**src/core/anr_pkg.sv**
```systemverilog
// Purpose: Shared constants and types for the autoneg ability registers
// Assumes: 16-bit registers, each on one 32-bit Avalon word
// Notes: Register indexes are word indexes; byte address is index * 4
package anr_pkg;

  localparam int ADDR_W = 4;
  // Register word indexes
  localparam logic [ADDR_W-1:0] IDX_ADV = 4'h4;
  localparam logic [ADDR_W-1:0] IDX_LPA = 4'h5;
  localparam logic [ADDR_W-1:0] IDX_EXP = 4'h6;
  localparam logic [ADDR_W-1:0] IDX_CTL = 4'h8;

  // Reset values
  localparam logic [15:0] ADV_RST = 16'h01e1;
  localparam logic [15:0] LPA_RST = 16'h0000;
  localparam logic [15:0] EXP_RST = 16'h0004;
  localparam logic [15:0] CTL_RST = 16'h0000;

  // Writable bits of the advertisement register
  localparam logic [15:0] ADV_WMASK = 16'h0fff;
  // Field positions
  localparam int ADV_ASYM = 11;
  localparam int ADV_PAUSE = 10;
  localparam int ADV_T4 = 9;
  localparam int ADV_TECH_HI = 8;
  localparam int ADV_TECH_LO = 5;
  localparam int SEL_HI = 4;
  localparam logic [15:0] ADV_TECH_MASK = 16'h01e0;
  localparam int CTL_FORCE = 0;
  localparam int CTL_F100 = 1;
  localparam int CTL_FFD = 2;

  // Wait states before a read answers
  localparam logic [1:0] RD_WAIT = 2'h1;

  typedef struct packed {
    logic read;
    logic write;
    logic [ADDR_W-1:0] address;
    logic [31:0] writedata;
  } anr_req_t;

  typedef struct packed {
    logic forced;
    logic speed100;
    logic fullDuplex;
  } anr_mode_t;

endpackage

```
**src/core/anr_regs.sv**
```systemverilog
// Purpose: Autoneg ability register bank behind an Avalon-MM slave
// Assumes: One clock, synchronous active-low reset
// Notes: Expansion register is read-only at its reset value here
////////////////////////////////////////////////////////////////////////////
// Contract
// - Bit 10 pause advertise, writable, resets zero
// - Bit 9 T4 advertise, resets zero
// - Bits 8..5 technology advertise, writable, reset one
// - Forced mode ignores technology advertise bits
// - Bits 4..0 selector, writable, resets 00001
// - Partner bit 15 next page request
// - Partner bit 14 acknowledge
// - Partner bit 13 remote fault
// - Partner bits 11,10 asymmetric and symmetric pause
// - Partner bits 9..5 technology abilities
// - Partner bits 4..0 selector, resets zero
// - Bit 11 asymmetric pause, writable, resets zero
//
// Added by the designer: the Avalon-MM register port.
module anr_regs
(
  input wire logic clock,
  input wire logic rst_b,
  input wire logic [3:0] address,
  input wire logic read,
  input wire logic write,
  input wire logic [31:0] writedata,
  input wire logic [3:0] byteenable,
  output logic [31:0] readdata,
  output logic waitrequest,
  output logic [1:0] response,
  input wire logic pageValid,
  input wire logic [15:0] pageWord,
  output logic [15:0] advWord,
  output logic opSpeed100,
  output logic opFullDuplex
);

  ////////////////////////////////////////////////////////////////////////////
  // Bus request bundle

  anr_pkg::anr_req_t req;
  assign req = '{read: read, write: write, address: address,
                 writedata: writedata};

  function automatic logic mapped(input logic [3:0] a);
    mapped = (a == anr_pkg::IDX_ADV) || (a == anr_pkg::IDX_LPA)
      || (a == anr_pkg::IDX_EXP) || (a == anr_pkg::IDX_CTL);
  endfunction

  ////////////////////////////////////////////////////////////////////////////
  // Bus slave: writes answer at once, reads after RD_WAIT cycles

  logic [1:0] rdCnt_ff;
  logic [1:0] nxt_rdCnt;
  logic [31:0] rdData_ff;
  logic [31:0] nxt_rdData;
  logic [1:0] resp_ff;
  logic [1:0] nxt_resp;
  logic [15:0] lpaReg;
  logic [15:0] adv_ff;
  logic [15:0] nxt_adv;
  logic [15:0] ctl_ff;
  logic [15:0] nxt_ctl;
  logic rdDone;
  logic [15:0] wrMask;
  logic [15:0] rdVal;

  assign rdDone = req.read && (rdCnt_ff == anr_pkg::RD_WAIT);

  always_comb
  begin
    nxt_rdCnt = '0;
    if (req.read && !rdDone)
    begin
      nxt_rdCnt = rdCnt_ff + 2'h1;
    end
    case (req.address)
      anr_pkg::IDX_ADV: rdVal = adv_ff;
      anr_pkg::IDX_LPA: rdVal = lpaReg;
      anr_pkg::IDX_EXP: rdVal = anr_pkg::EXP_RST;
      anr_pkg::IDX_CTL: rdVal = ctl_ff;
      default: rdVal = 16'h0000;
    endcase
    nxt_rdData = rdData_ff;
    nxt_resp = resp_ff;
    if (req.read && rdCnt_ff == anr_pkg::RD_WAIT - 2'h1)
    begin
      nxt_rdData = {16'h0000, rdVal};
      nxt_resp = mapped(req.address) ? 2'h0 : 2'h2;
    end
    else if (req.write)
    begin
      nxt_resp = mapped(req.address) ? 2'h0 : 2'h2;
    end
  end

  always_ff @(posedge clock)
  begin
    if (!rst_b)
    begin
      rdCnt_ff <= '0;
      rdData_ff <= '0;
      resp_ff <= '0;
    end
    else
    begin
      rdCnt_ff <= nxt_rdCnt;
      rdData_ff <= nxt_rdData;
      resp_ff <= nxt_resp;
    end
  end

  assign waitrequest = req.read && !rdDone;
  assign readdata = rdData_ff;
  assign response = req.write ? (mapped(req.address) ? 2'h0 : 2'h2)
    : resp_ff;

  ////////////////////////////////////////////////////////////////////////////
  // Advertisement and control registers

  assign wrMask = {{8{byteenable[1]}}, {8{byteenable[0]}}};

  always_comb
  begin
    nxt_adv = adv_ff;
    nxt_ctl = ctl_ff;
    if (req.write && req.address == anr_pkg::IDX_ADV)
    begin
      // Bits 15..12 of this word stay zero in this block
      nxt_adv = (adv_ff & ~(wrMask & anr_pkg::ADV_WMASK))
        | (req.writedata[15:0] & wrMask & anr_pkg::ADV_WMASK);
    end
    if (req.write && req.address == anr_pkg::IDX_CTL)
    begin
      nxt_ctl = (ctl_ff & ~wrMask) | (req.writedata[15:0] & wrMask & 16'h0007);
    end
  end

  always_ff @(posedge clock)
  begin
    if (!rst_b)
    begin
      adv_ff <= anr_pkg::ADV_RST;
      ctl_ff <= anr_pkg::CTL_RST;
    end
    else
    begin
      adv_ff <= nxt_adv;
      ctl_ff <= nxt_ctl;
    end
  end

  ////////////////////////////////////////////////////////////////////////////
  // Partner capture and mode selection

  anr_pkg::anr_mode_t forceMode;
  anr_pkg::anr_mode_t opMode;
  logic [15:0] advOut;

  assign forceMode = '{forced: ctl_ff[anr_pkg::CTL_FORCE],
                       speed100: ctl_ff[anr_pkg::CTL_F100],
                       fullDuplex: ctl_ff[anr_pkg::CTL_FFD]};

  anr_lp_capture u_lp
  (
    .clock(clock),
    .rst_b(rst_b),
    .pageValid(pageValid),
    .pageWord(pageWord),
    .lpaReg(lpaReg)
  );

  anr_mode_sel u_mode
  (
    .advReg(adv_ff),
    .lpaReg(lpaReg),
    .forceMode(forceMode),
    .opMode(opMode)
  );

  // Technology bits are not offered while forced
  always_comb
  begin
    advOut = adv_ff;
    if (forceMode.forced)
    begin
      advOut = adv_ff & ~anr_pkg::ADV_TECH_MASK;
    end
  end

  assign advWord = advOut;
  assign opSpeed100 = opMode.speed100;
  assign opFullDuplex = opMode.fullDuplex;

endmodule

```
**src/core/anr_mode_sel.sv**
```systemverilog
// Purpose: Choose operating speed and duplex from mode and abilities
// Assumes: Partner page bits follow the base page layout
// Notes: Highest common denominator when negotiating
module anr_mode_sel
(
  input wire logic [15:0] advReg,
  input wire logic [15:0] lpaReg,
  input anr_pkg::anr_mode_t forceMode,
  output anr_pkg::anr_mode_t opMode
);

  logic [3:0] common;

  always_comb
  begin
    common = advReg[anr_pkg::ADV_TECH_HI:anr_pkg::ADV_TECH_LO]
      & lpaReg[anr_pkg::ADV_TECH_HI:anr_pkg::ADV_TECH_LO];
    opMode = '0;
    if (forceMode.forced)
    begin
      opMode = forceMode;
    end
    else if (common[3])
    begin
      opMode.speed100 = 1'b1;
      opMode.fullDuplex = 1'b1;
    end
    else if (common[2])
    begin
      opMode.speed100 = 1'b1;
    end
    else if (common[1])
    begin
      opMode.fullDuplex = 1'b1;
    end
  end

endmodule

```
**src/core/anr_lp_capture.sv**
```systemverilog
// Purpose: Hold the link partner ability word
// Assumes: pageValid pulses once per received base page
// Notes: Bus writes never reach this register
module anr_lp_capture
(
  input wire logic clock,
  input wire logic rst_b,
  input wire logic pageValid,
  input wire logic [15:0] pageWord,
  output logic [15:0] lpaReg
);

  logic [15:0] lpa_ff;
  logic [15:0] nxt_lpa;

  always_comb
  begin
    nxt_lpa = lpa_ff;
    if (pageValid)
    begin
      // Bit 12 is reserved and reads zero
      nxt_lpa = pageWord & 16'hefff;
    end
  end

  always_ff @(posedge clock)
  begin
    if (!rst_b)
    begin
      lpa_ff <= anr_pkg::LPA_RST;
    end
    else
    begin
      lpa_ff <= nxt_lpa;
    end
  end

  assign lpaReg = lpa_ff;

endmodule

```
**config.mk**
```make
export PLATFORM = sky130hd
export DESIGN_NAME = anr_regs
export DESIGN_NICKNAME = d
export VERILOG_FILES = /design/src/core/anr_pkg.sv /design/src/core/anr_regs.sv /design/src/core/anr_mode_sel.sv /design/src/core/anr_lp_capture.sv
export SDC_FILE = /design/constraint.sdc
export NUM_CORES = 1
export LEC_CHECK = 0
export BUFFER_PORTS_ARGS = -buffer_cell sky130_fd_sc_hd__buf_2
export CORE_ASPECT_RATIO = 1.2
export CORE_MARGIN = 2
export CORE_UTILIZATION = 48
export DETAILED_ROUTE_END_ITERATION = 16
export PLACE_DENSITY = 0.8
export REMOVE_ABC_BUFFERS = 1
export SETUP_SLACK_MARGIN = 0.4
export SKIP_CTS_REPAIR_TIMING = 1
export SYNTH_ARGS = -nofsm -noshare
export SYNTH_HDL_FRONTEND = slang
export SYNTH_SLANG_ARGS = --single-unit
```
**constraint.sdc**
```tcl
create_clock -name clock -period 1.8 [get_ports clock]
set_clock_uncertainty 0.05 [all_clocks]
set_input_delay 0.45 -clock clock [delete_from_list [all_inputs] [get_ports clock]]
set_output_delay 0.45 -clock clock [all_outputs]
set_load 0.02 [all_outputs]
```
Yosys cells after proc, flatten, opt, wreduce, memory -nomap -nowiden
Index checks and enable logic that the tools add are counted.
{ "word_totals": {"register_bits": 67, "latchBits": 0, "ramBits": 0, "romBits": 0, "in_bits": 61, "output_inout_bits": 53, "memories": 0} }
{ "op_classes": {"add_sub_neg": 1, "n_mul": 0, "div_mod_pow": 0, "magnitude_cmp": 0, "n_eq_ne": 5, "n_shift": 0, "n_mux": 10, "bitwise": 8, "n_reduce_logical": 11} }
{ "ops": {"columns": ["op", "n"], "rows": [
  ["$pmux W16 S4", 1],
  ["$and A16 B16 Y16", 2],
  ["$not A12 Y16", 1],
  ["$not A16 Y16", 1],
  ["$or A16 B12 Y16", 1],
  ["$or A16 B3 Y16", 1],
  ["$and A12 B12 Y12", 1],
  ["$eq A4 B3 Y1 const B", 3],
  ["$mux W2", 5],
  ["$mux W9", 1],
  ["$logic_and A1 B1 Y1", 5],
  ["$and A4 B4 Y4", 1],
  ["$eq A4 B4 Y1 const B", 1],
  ["$logic_or A1 B1 Y1", 3],
  ["$mux W1", 3],
  ["$add A2 B1 Y2 const B", 1],
  ["$eq A2 B1 Y1 const B", 1],
  ["$logic_not A2 Y1", 1],
  ["$reduce_and A2 Y1", 1],
  ["$logic_not A1 Y1", 1]
]} }

Logic depth before layout (Yosys ltp)
Gate-level depths: netlist (run 1).
{ "logic_depth": {"ltp_word": 7, "ltp_mapped": 6} }

By module
A second synthesis (run 1) with hierarchy kept.
{ "hier_totals": {"hier_cells": 282, "area_unflattened_um2": 2817.7} }
{ "modules_own_cells": {"columns": ["module", "instances", "cells_each", "area_per_inst_um2", "seq_area_each_um2"], "rows": [
  ["anr_regs", 1, 223, 2178.3, 960.9],
  ["anr_lp_capture", 1, 50, 590.6, 300.3],
  ["anr_mode_sel", 1, 9, 48.8, 0.0]
]} }

Worst setup path before layout (run 1)
No wires, ideal clock.
{ "synth_path": {"path_kind": "input -> output", "start": "input address[0]", "end": "output response[1]", "arrival_time_ns": 1.261, "t_required_ns": 1.300, "setup_slack_ns": 0.039, "stages": 4, "path_buffers": 1, "cell_sequence": "buf_2 -> inv_1 -> a211oi_2 -> mux2_2"} }
{ "synth_via": {"elab_chain_len": 6, "elab_cells_between_ends": 9, "classes_between": "eq/ne: 4; mux: 2; reduce/logical: 3"} }
{ "synth_rtl": {"columns": ["element", "line", "text"], "rows": [
  ["start: declaration", "anr_regs.sv:24", "input wire logic [3:0] address,"],
  ["$eq A4 B3 Y1", "anr_regs.sv:47", "mapped = (a == anr_pkg::IDX_ADV) || (a == anr_pkg::IDX_LPA)"],
  ["$logic_or A1 B1 Y1", "anr_regs.sv:47", null],
  ["$logic_or A1 B1 Y1", "anr_regs.sv:48", "|| (a == anr_pkg::IDX_EXP) || (a == anr_pkg::IDX_CTL);"],
  ["$logic_or A1 B1 Y1 *", "anr_regs.sv:48", null],
  ["$mux W2 * (2 in series)", "anr_regs.sv:116", "assign response = req.write ? (mapped(req.address) ? 2'h0 : 2'h2)"],
  ["end: declaration", "anr_regs.sv:31", "output logic [1:0] response,"]
]} }
Mark *: on every way between the ends. The rest lies on a longest branch, timed or not.

Worst setup path after layout (run 1)
{ "layout_path": {"start": "input address[2]", "end": "output response[1]"} }
Same word-level chain as after synthesis.

==> results.ini, run 1 <==
[yosys]
syn_inst=283
synth_top_area_cell=dfxtp_1
synthMostInstantiatedCell=dfxtp_1
netlist_area_um2=2760
synth_top_cell_area_share_pct=45.6
ys_warn_count=0
ys_types=33
synth-async-reset-ratio_pct=0
synth-edff-count=0
ys_top_cells_by_area=dfxtp_1, mux2i_1, buf_4
yosysSeqAreaShare_pct=45.6
ys_seq_elements=63
synthTopCellsByCount=dfxtp_1, mux2i_1, buf_4, nor2_1, nand2_1
syn_area_per_cell_um2=9.77
synth_ff_type=dfxtp_1

[floorplanning]
coreArea_um2=5590
io_pins=114
die_w_um=73.3
row_count=30
start_util_pct=49.4
die_y_um=87.1
dieArea_um2=6380

[sta]
setup_violations=1
slew_violations=0
grt_setup_unrepaired=yes
period_needed_ns=1.88
fin_crit_sh_pct=105
clock.fmax_mhz=531
finalHoldViolCount=0
finalWorstSetupSlack_ns=-0.0815

[global_route]
grt_pass1_wl_um=9650
grt_max_degree=26
antenna_found_initial=0
overflow=0
groute.usage.overall_pct=20.5
grt_pass1_vias=2019

[place]
dp.cells=410
placement.io_buffers=70
place.gp.congestion=0.891
dp_hpwl_um=4350

[clock_tree]
cts_buffer_depth=2
cts_tree=built
insertion_delay_ns=0.35
numClockSinks=63
clk_pin_slew_worst_paths_ns=0.06
numCtsBuffers=9
h-tree-depth=3
clock-root-buffer=clkbuf_8

[job]
drv_cap=0

[setup_path]
critPathKind=in2out
startpoint_type=input port
required_ns=1.30
cp.arrival_ns=1.38
crit_fanout=4
end_kind=output pin

[routing]
wl_per_cell_um=16.0
vias=2227
wl_um=6870
drt-pass1-iter-count=4
final_antenna_net_count=0
drc_errors=0
viasPerCell=5.18
dr.first_iter.drc_count=153

[final_layout]
area_growth_pct=29.5
instances_no_fill=430
drive_above_1_share_pct=41.5
diodes=0
final_nets=425

[power]
p_per_area_nw_per_um2=805
total_power_uw=2880
p_leak_uw=0.00165
peakVddDrop_mv=0.460

[outcome]
outcome=finished, violations left
violations=negative setup slack

[hold_path]
worstHoldPathType=in2reg

## area by class of cell
cell class	instances	area, um^2
clock inverters	3	18.8
repair buffers	90	606
well taps	64	80.1
fillers	439	2010
flip-flops and latches	63	1280
inverters	5	18.8
clock buffers	12	155
multi-input cells	193	1420
## per-stage QoR
| step | utilization [%] | setup slack, ns | hold WS (ns) | setup TNS, ns | cell area, um^2 |
|---|---|---|---|---|---|
| 2_1_floorplan | - | -0.422 | 0.379 | -3.16 | 2570 |
| 3_3_place_gp | 56.0 | -0.100 | 0.386 | -0.974 | 3130 |
| 3_5_place_dp | 56.0 | -0.197 | 0.388 | -2.45 | 3130 |
| 4_1_cts | 59.1 | -0.200 | 0.258 | -0.200 | 3300 |
| 5_1_grt | 64.0 | -0.112 | 0.284 | -0.112 | 3580 |
| 6_report | 64.0 | -0.0815 | 0.266 | -0.0815 | 3580 |
## cell families after synthesis
group | Yosys count | synth area share, %
simple gates | 86 | 16.6
flops | 63 | 45.6
buf+inv | 47 | 10.4
mux | 43 | 16.1
compound gates | 41 | 10.2
fa+ha+maj | 2 | 0.905
other cells | 1 | 0.136
## power breakdown
group	leakage [uW]	switching [uW]	internal [uW]
sequential	0.000513	18.0	1420
clock	0.0000922	514	564
combinational	0.00104	209	157
## cell usage in the layout, fill, tap and decap left out, types with 3 or more instances in the layout
cell type  Yosys  routed
mux2i_1       31      30
a22o_1         4       4
dfxtp_1       63      54
and3_1         8       8
dfxtp_4        0       3
buf_6          0      12
inv_1          5       3
clkbuf_8       0      11
a22oi_1       12      11
dfxtp_2        0       6
conb_1         1      20
nor2b_4        0       6
buf_4         28      22
nor2_1        26      26
o21ai_1       10      13
nand2_1       24      22
a32o_1         3       3
buf_2          5      54
and2_1         9       9
mux2_2        12      11
## layer usage
metal	vias up	wire length, um	GRT usage (%)
li1	1097	-	-
met1	1048	2880	25.7
met2	68	3490	31.6
met3	14	306	5.44
met4	0	201	11.6
met5	-	0	0
## worst paths after layout
check / from / endpoint / slack, ns / cells after the start
worst min-delay path: writedata[6] / flip-flop / 0.27 / 3
worst max register to register: rdCnt_ff[0] / readdata[14] / 0.45 / 5
worst max-delay path: address[2] / response[1] / -0.08 / 5
worst min register to register: readdata[2] / readdata[2] / 0.40 / 2
## worst max-delay path: stages
cell and delay (ns):
buf_8 0.11, nor4b_4 0.31, a211oi_2 0.10, mux2_4 0.28
buf_6 0.13
Note: power is estimated with default switching activity, not from simulation.
==> inputs of run 2 (changes only) <==
Settings changed: CELL_PAD_IN_SITES_DETAIL_PLACEMENT set to 0, CELL_PAD_IN_SITES_GLOBAL_PLACEMENT set to 1, CORE_UTILIZATION 48 to 35, PLACE_DENSITY 0.8 to not set, PLACE_DENSITY_LB_ADDON set to 0.1.
==> run 2 against run 1 <==
The run still ends with negative setup slack left. First-iteration DRC count down 33%. Hold slack better by 0.014 ns. Sequential power about the same. Final area grew 0.38%. Wire length is 1.9% lower. Register-to-register slack worse by 0.16 ns. Worst setup slack better by 0.026 ns. Critical path depth unchanged.
==> results.ini, run 2 (synthesis gave the netlist of run 1 again) <==
[outcome]
outcome=finished, violations left
violations=negative setup slack

[setup_path]
crit_fanout=5  ; +1
crit_path_max_incr_delay_ns=0.30  ; about the same
startpoint_type=input port
cp_num_buf_inv=2  ; unchanged
path_delay_family=simple AND/OR/NAND/NOR gates
r2r_slack_ns=0.29  ; -0.16 ns
critPathKind=in2out
cp.arrival_ns=1.36  ; -0.02 ns
crit_path_cell_trace=buf_8 > nor4b_4 > a211oi_2 > mux2_4 > buf_6
required_ns=1.30  ; about the same
slowest_stage=nor4b_4
end_kind=output pin

[clock_tree]
cts_buffer_depth=2  ; unchanged
cts_tree=built
insertion_delay_ns=0.34  ; about the same
clk_pin_slew_worst_paths_ns=0.06  ; about the same
h-tree-depth=3  ; unchanged
clock-root-buffer=clkbuf_8
numCtsBuffers=9  ; unchanged
numClockSinks=63  ; unchanged

[place]
place.gp.congestion=0.705  ; -21%
place_area_um2=3180  ; +1.5%
dp_hpwl_um=4760  ; +9.5%
dp.cells=439  ; +7.1%
placement.io_buffers=70  ; unchanged

[final_layout]
instances_no_fill=456  ; +6.0%
final_common_cell=buf_2
area_growth_pct=30.0
drive_above_1_share_pct=40.7  ; -0.87 points
final_nets=422  ; -0.71%
diodes=0  ; unchanged
design_area_um2=3590  ; +0.38%
mostFrequentLayoutCells=buf_2, dfxtp_1, mux2i_1

[sta]
fin_crit_sh_pct=103  ; -1.5 points
slew_headroom_pct=66.5
setup_violations=1  ; unchanged
finalWorstSetupSlack_ns=-0.0551  ; +0.0265 ns
finalHoldViolCount=0  ; unchanged
period_needed_ns=1.86  ; -0.0265 ns
slew_violations=0  ; unchanged
tns_ns=-0.0551  ; +0.0265 ns
whs_ns=0.280  ; +0.0137 ns
grt_setup_unrepaired=yes
clock.fmax_mhz=539  ; +1.4%
tightest_slew_ns=0.503

[routing]
topRoutingLayerUsed=met4
dr_wl_met3_um=348  ; +14%
final_antenna_net_count=0  ; unchanged
wl_met2_um=3260  ; -6.5%
wl_per_cell_um=14.8  ; -7.5%
wl_um=6740  ; -1.9%
viasPerCell=4.73  ; -8.6%
wl_met1_um=3010  ; +4.7%
vias=2158  ; -3.1%
drt-pass1-iter-count=4  ; unchanged
dr.first_iter.drc_count=102  ; -33%
drc_errors=0  ; unchanged

[global_route]
antenna_found_initial=0  ; unchanged
grt_pass1_vias=2076  ; +2.8%
grt_max_degree=20  ; -23%
overflow=0  ; unchanged
grt_pass1_wl_um=10600  ; +9.8%
groute.usage.overall_pct=16.0  ; -4.5 points

[floorplanning]
die_w_um=85.1  ; +16%
io_pins=114  ; unchanged
start_util_pct=36.1  ; -13 points
coreArea_um2=7660  ; +37%
die_y_um=101  ; +16%
row_count=35  ; +17%
dieArea_um2=8630  ; +35%

[power]
p_leak_uw=0.00161  ; -2.3%
peakVddDrop_mv=0.461  ; +0.18%
p_per_area_nw_per_um2=878  ; +9.0%
total_power_uw=3150  ; +9.5%

[hold_path]
worstHoldPathType=in2reg

[job]
drv_cap=0  ; unchanged

[run 2: worst paths after layout]
path / start / end / cells past startpoint
max reg2reg: rdCnt_ff[0] / readdata[11] / 5
max: address[2] / response[1] / 5
min reg2reg: readdata[4] / readdata[4] / 2
min: writedata[6] / flip-flop / 3
[run 2: layout make-up]
class	count	area [um^2]
timing repair buffer	88	582
sequential	63	1290
tap	92	115
inverter	5	18.8
clock inverter	5	81.3
fill	771	4070
multi-input combinational	192	1360
clock buffer	11	141
[run 2: where the power goes]
part | internal, uW | switching, uW
Clock | 818 | 560
Combinational | 146 | 195
Sequential | 1420 | 18.4
[run 2: routing by layer]
layer,global-route usage (%),vias to the layer above
met5,0,-
met4,6.96,0
met3,4.48,12
met2,26.4,54
met1,19.6,1013
li1,-,1079
[run 2: per-stage QoR]
stage                     worst slack, ns  util [%]
after global routing              -0.0779      46.9
after global placement             -0.115      41.5
final                             -0.0551      46.9
after CTS                          -0.122      44.4
after detailed placement           -0.148      41.5
after floorplan                    -0.422         -
[run 2: worst reg2reg max path, stage by stage (launching register included)]
cell,delay [ns]
dfxtp_1,0.34
inv_1,0.08
ha_2,0.24
nand3_1,0.12
or2_2,0.43
o21ai_0,0.19
==> inputs of run 3 (changes only) <==
Settings changed: BUFFER_PORTS_ARGS -buffer_cell sky130_fd_sc_hd__buf_2 to -buffer_cell sky130_fd_sc_hd__buf_4, CORE_UTILIZATION 35 to 25.
==> run 3 against run 2 <==
The run still ends with negative setup slack left. Sequential power barely moved. Hold slack improved by 0.0094 ns. Global-route usage fell by 3.0 points. Utilization fell by 9.3 points. Maximum frequency shrank 0.62%. Highest routed layer unchanged. Critical path type unchanged. Combinational power increased by 26%.
==> results.ini, run 3 (synthesis gave the netlist of run 1 again) <==
[outcome]
outcome=finished, violations left
violations=negative setup slack

[sta]
fin_crit_sh_pct=104  ; +0.64 points
setup_violations=1  ; unchanged
period_needed_ns=1.87  ; +0.0115 ns
finalHoldViolCount=0  ; unchanged
finalWorstSetupSlack_ns=-0.0666  ; -0.0115 ns
tns_ns=-0.0666  ; -0.0115 ns
grt_setup_unrepaired=yes
clock.fmax_mhz=536  ; -0.62%
slew_violations=0  ; unchanged

[floorplanning]
io_pins=114  ; unchanged
row_count=42  ; +20%
die_w_um=100  ; +17%
die_y_um=119  ; +18%
dieArea_um2=11900  ; +38%
coreArea_um2=10900  ; +43%
start_util_pct=25.3  ; -11 points

[clock_tree]
numCtsBuffers=9  ; unchanged
numClockSinks=63  ; unchanged
cts_buffer_depth=2  ; unchanged
clock-root-buffer=clkbuf_16
insertion_delay_ns=0.32  ; -0.02 ns
h-tree-depth=3  ; unchanged
clk_pin_slew_worst_paths_ns=0.05  ; about the same
cts_tree=built

[routing]
wl_per_cell_um=15.1  ; +2.4%
final_antenna_net_count=0  ; unchanged
drt-pass1-iter-count=3  ; -1
viasPerCell=4.30  ; -9.1%
drc_errors=0  ; unchanged
wl_met1_um=3380  ; +12%
topRoutingLayerUsed=met4
wl_um=7730  ; +15%
vias=2198  ; +1.9%
dr_wl_met3_um=344  ; -1.1%
wl_met2_um=3860  ; +18%
dr.first_iter.drc_count=38  ; -63%

[final_layout]
instances_no_fill=511  ; +12%
diodes=0  ; unchanged
drive_above_1_share_pct=46.2  ; +5.5 points
final_common_cell=buf_4
n_fill_cell=1146  ; +49%
mostFrequentLayoutCells=buf_4, dfxtp_1, mux2i_1
final_nets=437  ; +3.6%
area_growth_pct=48.8

[setup_path]
end_kind=output pin
critPathKind=in2out
r2r_slack_ns=0.34  ; +0.05 ns
r2r-end=readdata[1]
crit_fanout=5  ; unchanged
startpoint_type=input port
cp.arrival_ns=1.37  ; about the same
required_ns=1.30  ; about the same
r2r-start=rdCnt_ff[1]
reg2reg_depth=8  ; +3

[place]
place.gp.congestion=0.732  ; +3.8%
dp.cells=481  ; +9.6%
dp_hpwl_um=5310  ; +12%
placement.io_buffers=70  ; unchanged

[global_route]
antenna_found_initial=0  ; unchanged
grt_pass1_vias=2165  ; +4.3%
groute.usage.overall_pct=13.0  ; -3.0 points
grt_max_degree=28  ; +40%
overflow=0  ; unchanged
grt_pass1_wl_um=11500  ; +9.0%

[power]
p_sw_uw=839  ; +8.4%
clockPowerShare_pct=44.9  ; +1.2 points
p_leak_uw=0.00184  ; +14%
p_sw_share_pct=24.7  ; +0.19 points
internal-power_uw=2550  ; +7.2%
p_per_area_nw_per_um2=825  ; -6.0%
peakVddDrop_mv=0.333  ; -28%
comb_power_share_pct=12.6  ; +1.8 points
pwr-share-seq_pct=42.4  ; -3.1 points

[hold_path]
worstHoldStart=writedata[7]
worstHoldPathType=in2reg
hold_depth=3  ; unchanged

[job]
drv_cap=0  ; unchanged

==> run 3: metal layers <==
metal,track usage (%),up-vias
li1,-,1110
met1,15.8,1028
met2,21.3,50
met3,2.88,10
met4,6.68,0
met5,0,-
==> run 3: final cells by class <==
type	count	area, um^2	area share [%]
well taps	132	165	4.02
repair buffers	103	907	22.1
multi-input cells	192	1480	35.9
clock buffers	12	236	5.75
flip-flops and latches	63	1280	31.2
inverters	5	21.3	0.517
clock inverters	4	22.5	0.548
==> run 3: metrics by stage <==
stage / power, uW / area [um^2] / worst slack, ns / hold WS, ns / utilization, %
after floorplan: 1630 / 2570 / -0.422 / 0.379 / -
after global placement: 1820 / 3430 / -0.110 / 0.388 / 31.4
after detailed placement: 1830 / 3430 / -0.136 / 0.393 / 31.4
after CTS: 3370 / 3690 / -0.113 / 0.278 / 33.7
after global routing: 3550 / 4110 / -0.0804 / 0.299 / 37.6
final: 3390 / 4110 / -0.0666 / 0.289 / 37.6
==> run 3: critical path, stage by stage <==
cell	delay (ns)
buf_8	0.11
nor4b_4	0.30
a211oi_2	0.09
mux2_4	0.28
buf_6	0.13
==> run 3: power groups by stage <==
stage          clock [uW]  combinational (uW)  sequential, uW
6_report             1520                 428            1440
5_1_grt              1640                 464            1440
4_1_cts              1570                 358            1440
3_5_place_dp            0                 357            1470
3_3_place_gp            0                 356            1470
2_1_floorplan           0                 166            1470
==> run 3: worst max path at each step <==
stage,start,endpoint,slack [ns],depth (start not counted)
after floorplan,address[1],response[1],-0.42,3
after detailed placement,address[1],ctl_ff[8],-0.14,5
after global placement,address[1],response[1],-0.11,5
after global routing,address[2],response[1],-0.08,5
final,address[2],response[1],-0.07,5
after CTS,address[1],response[1],-0.11,5
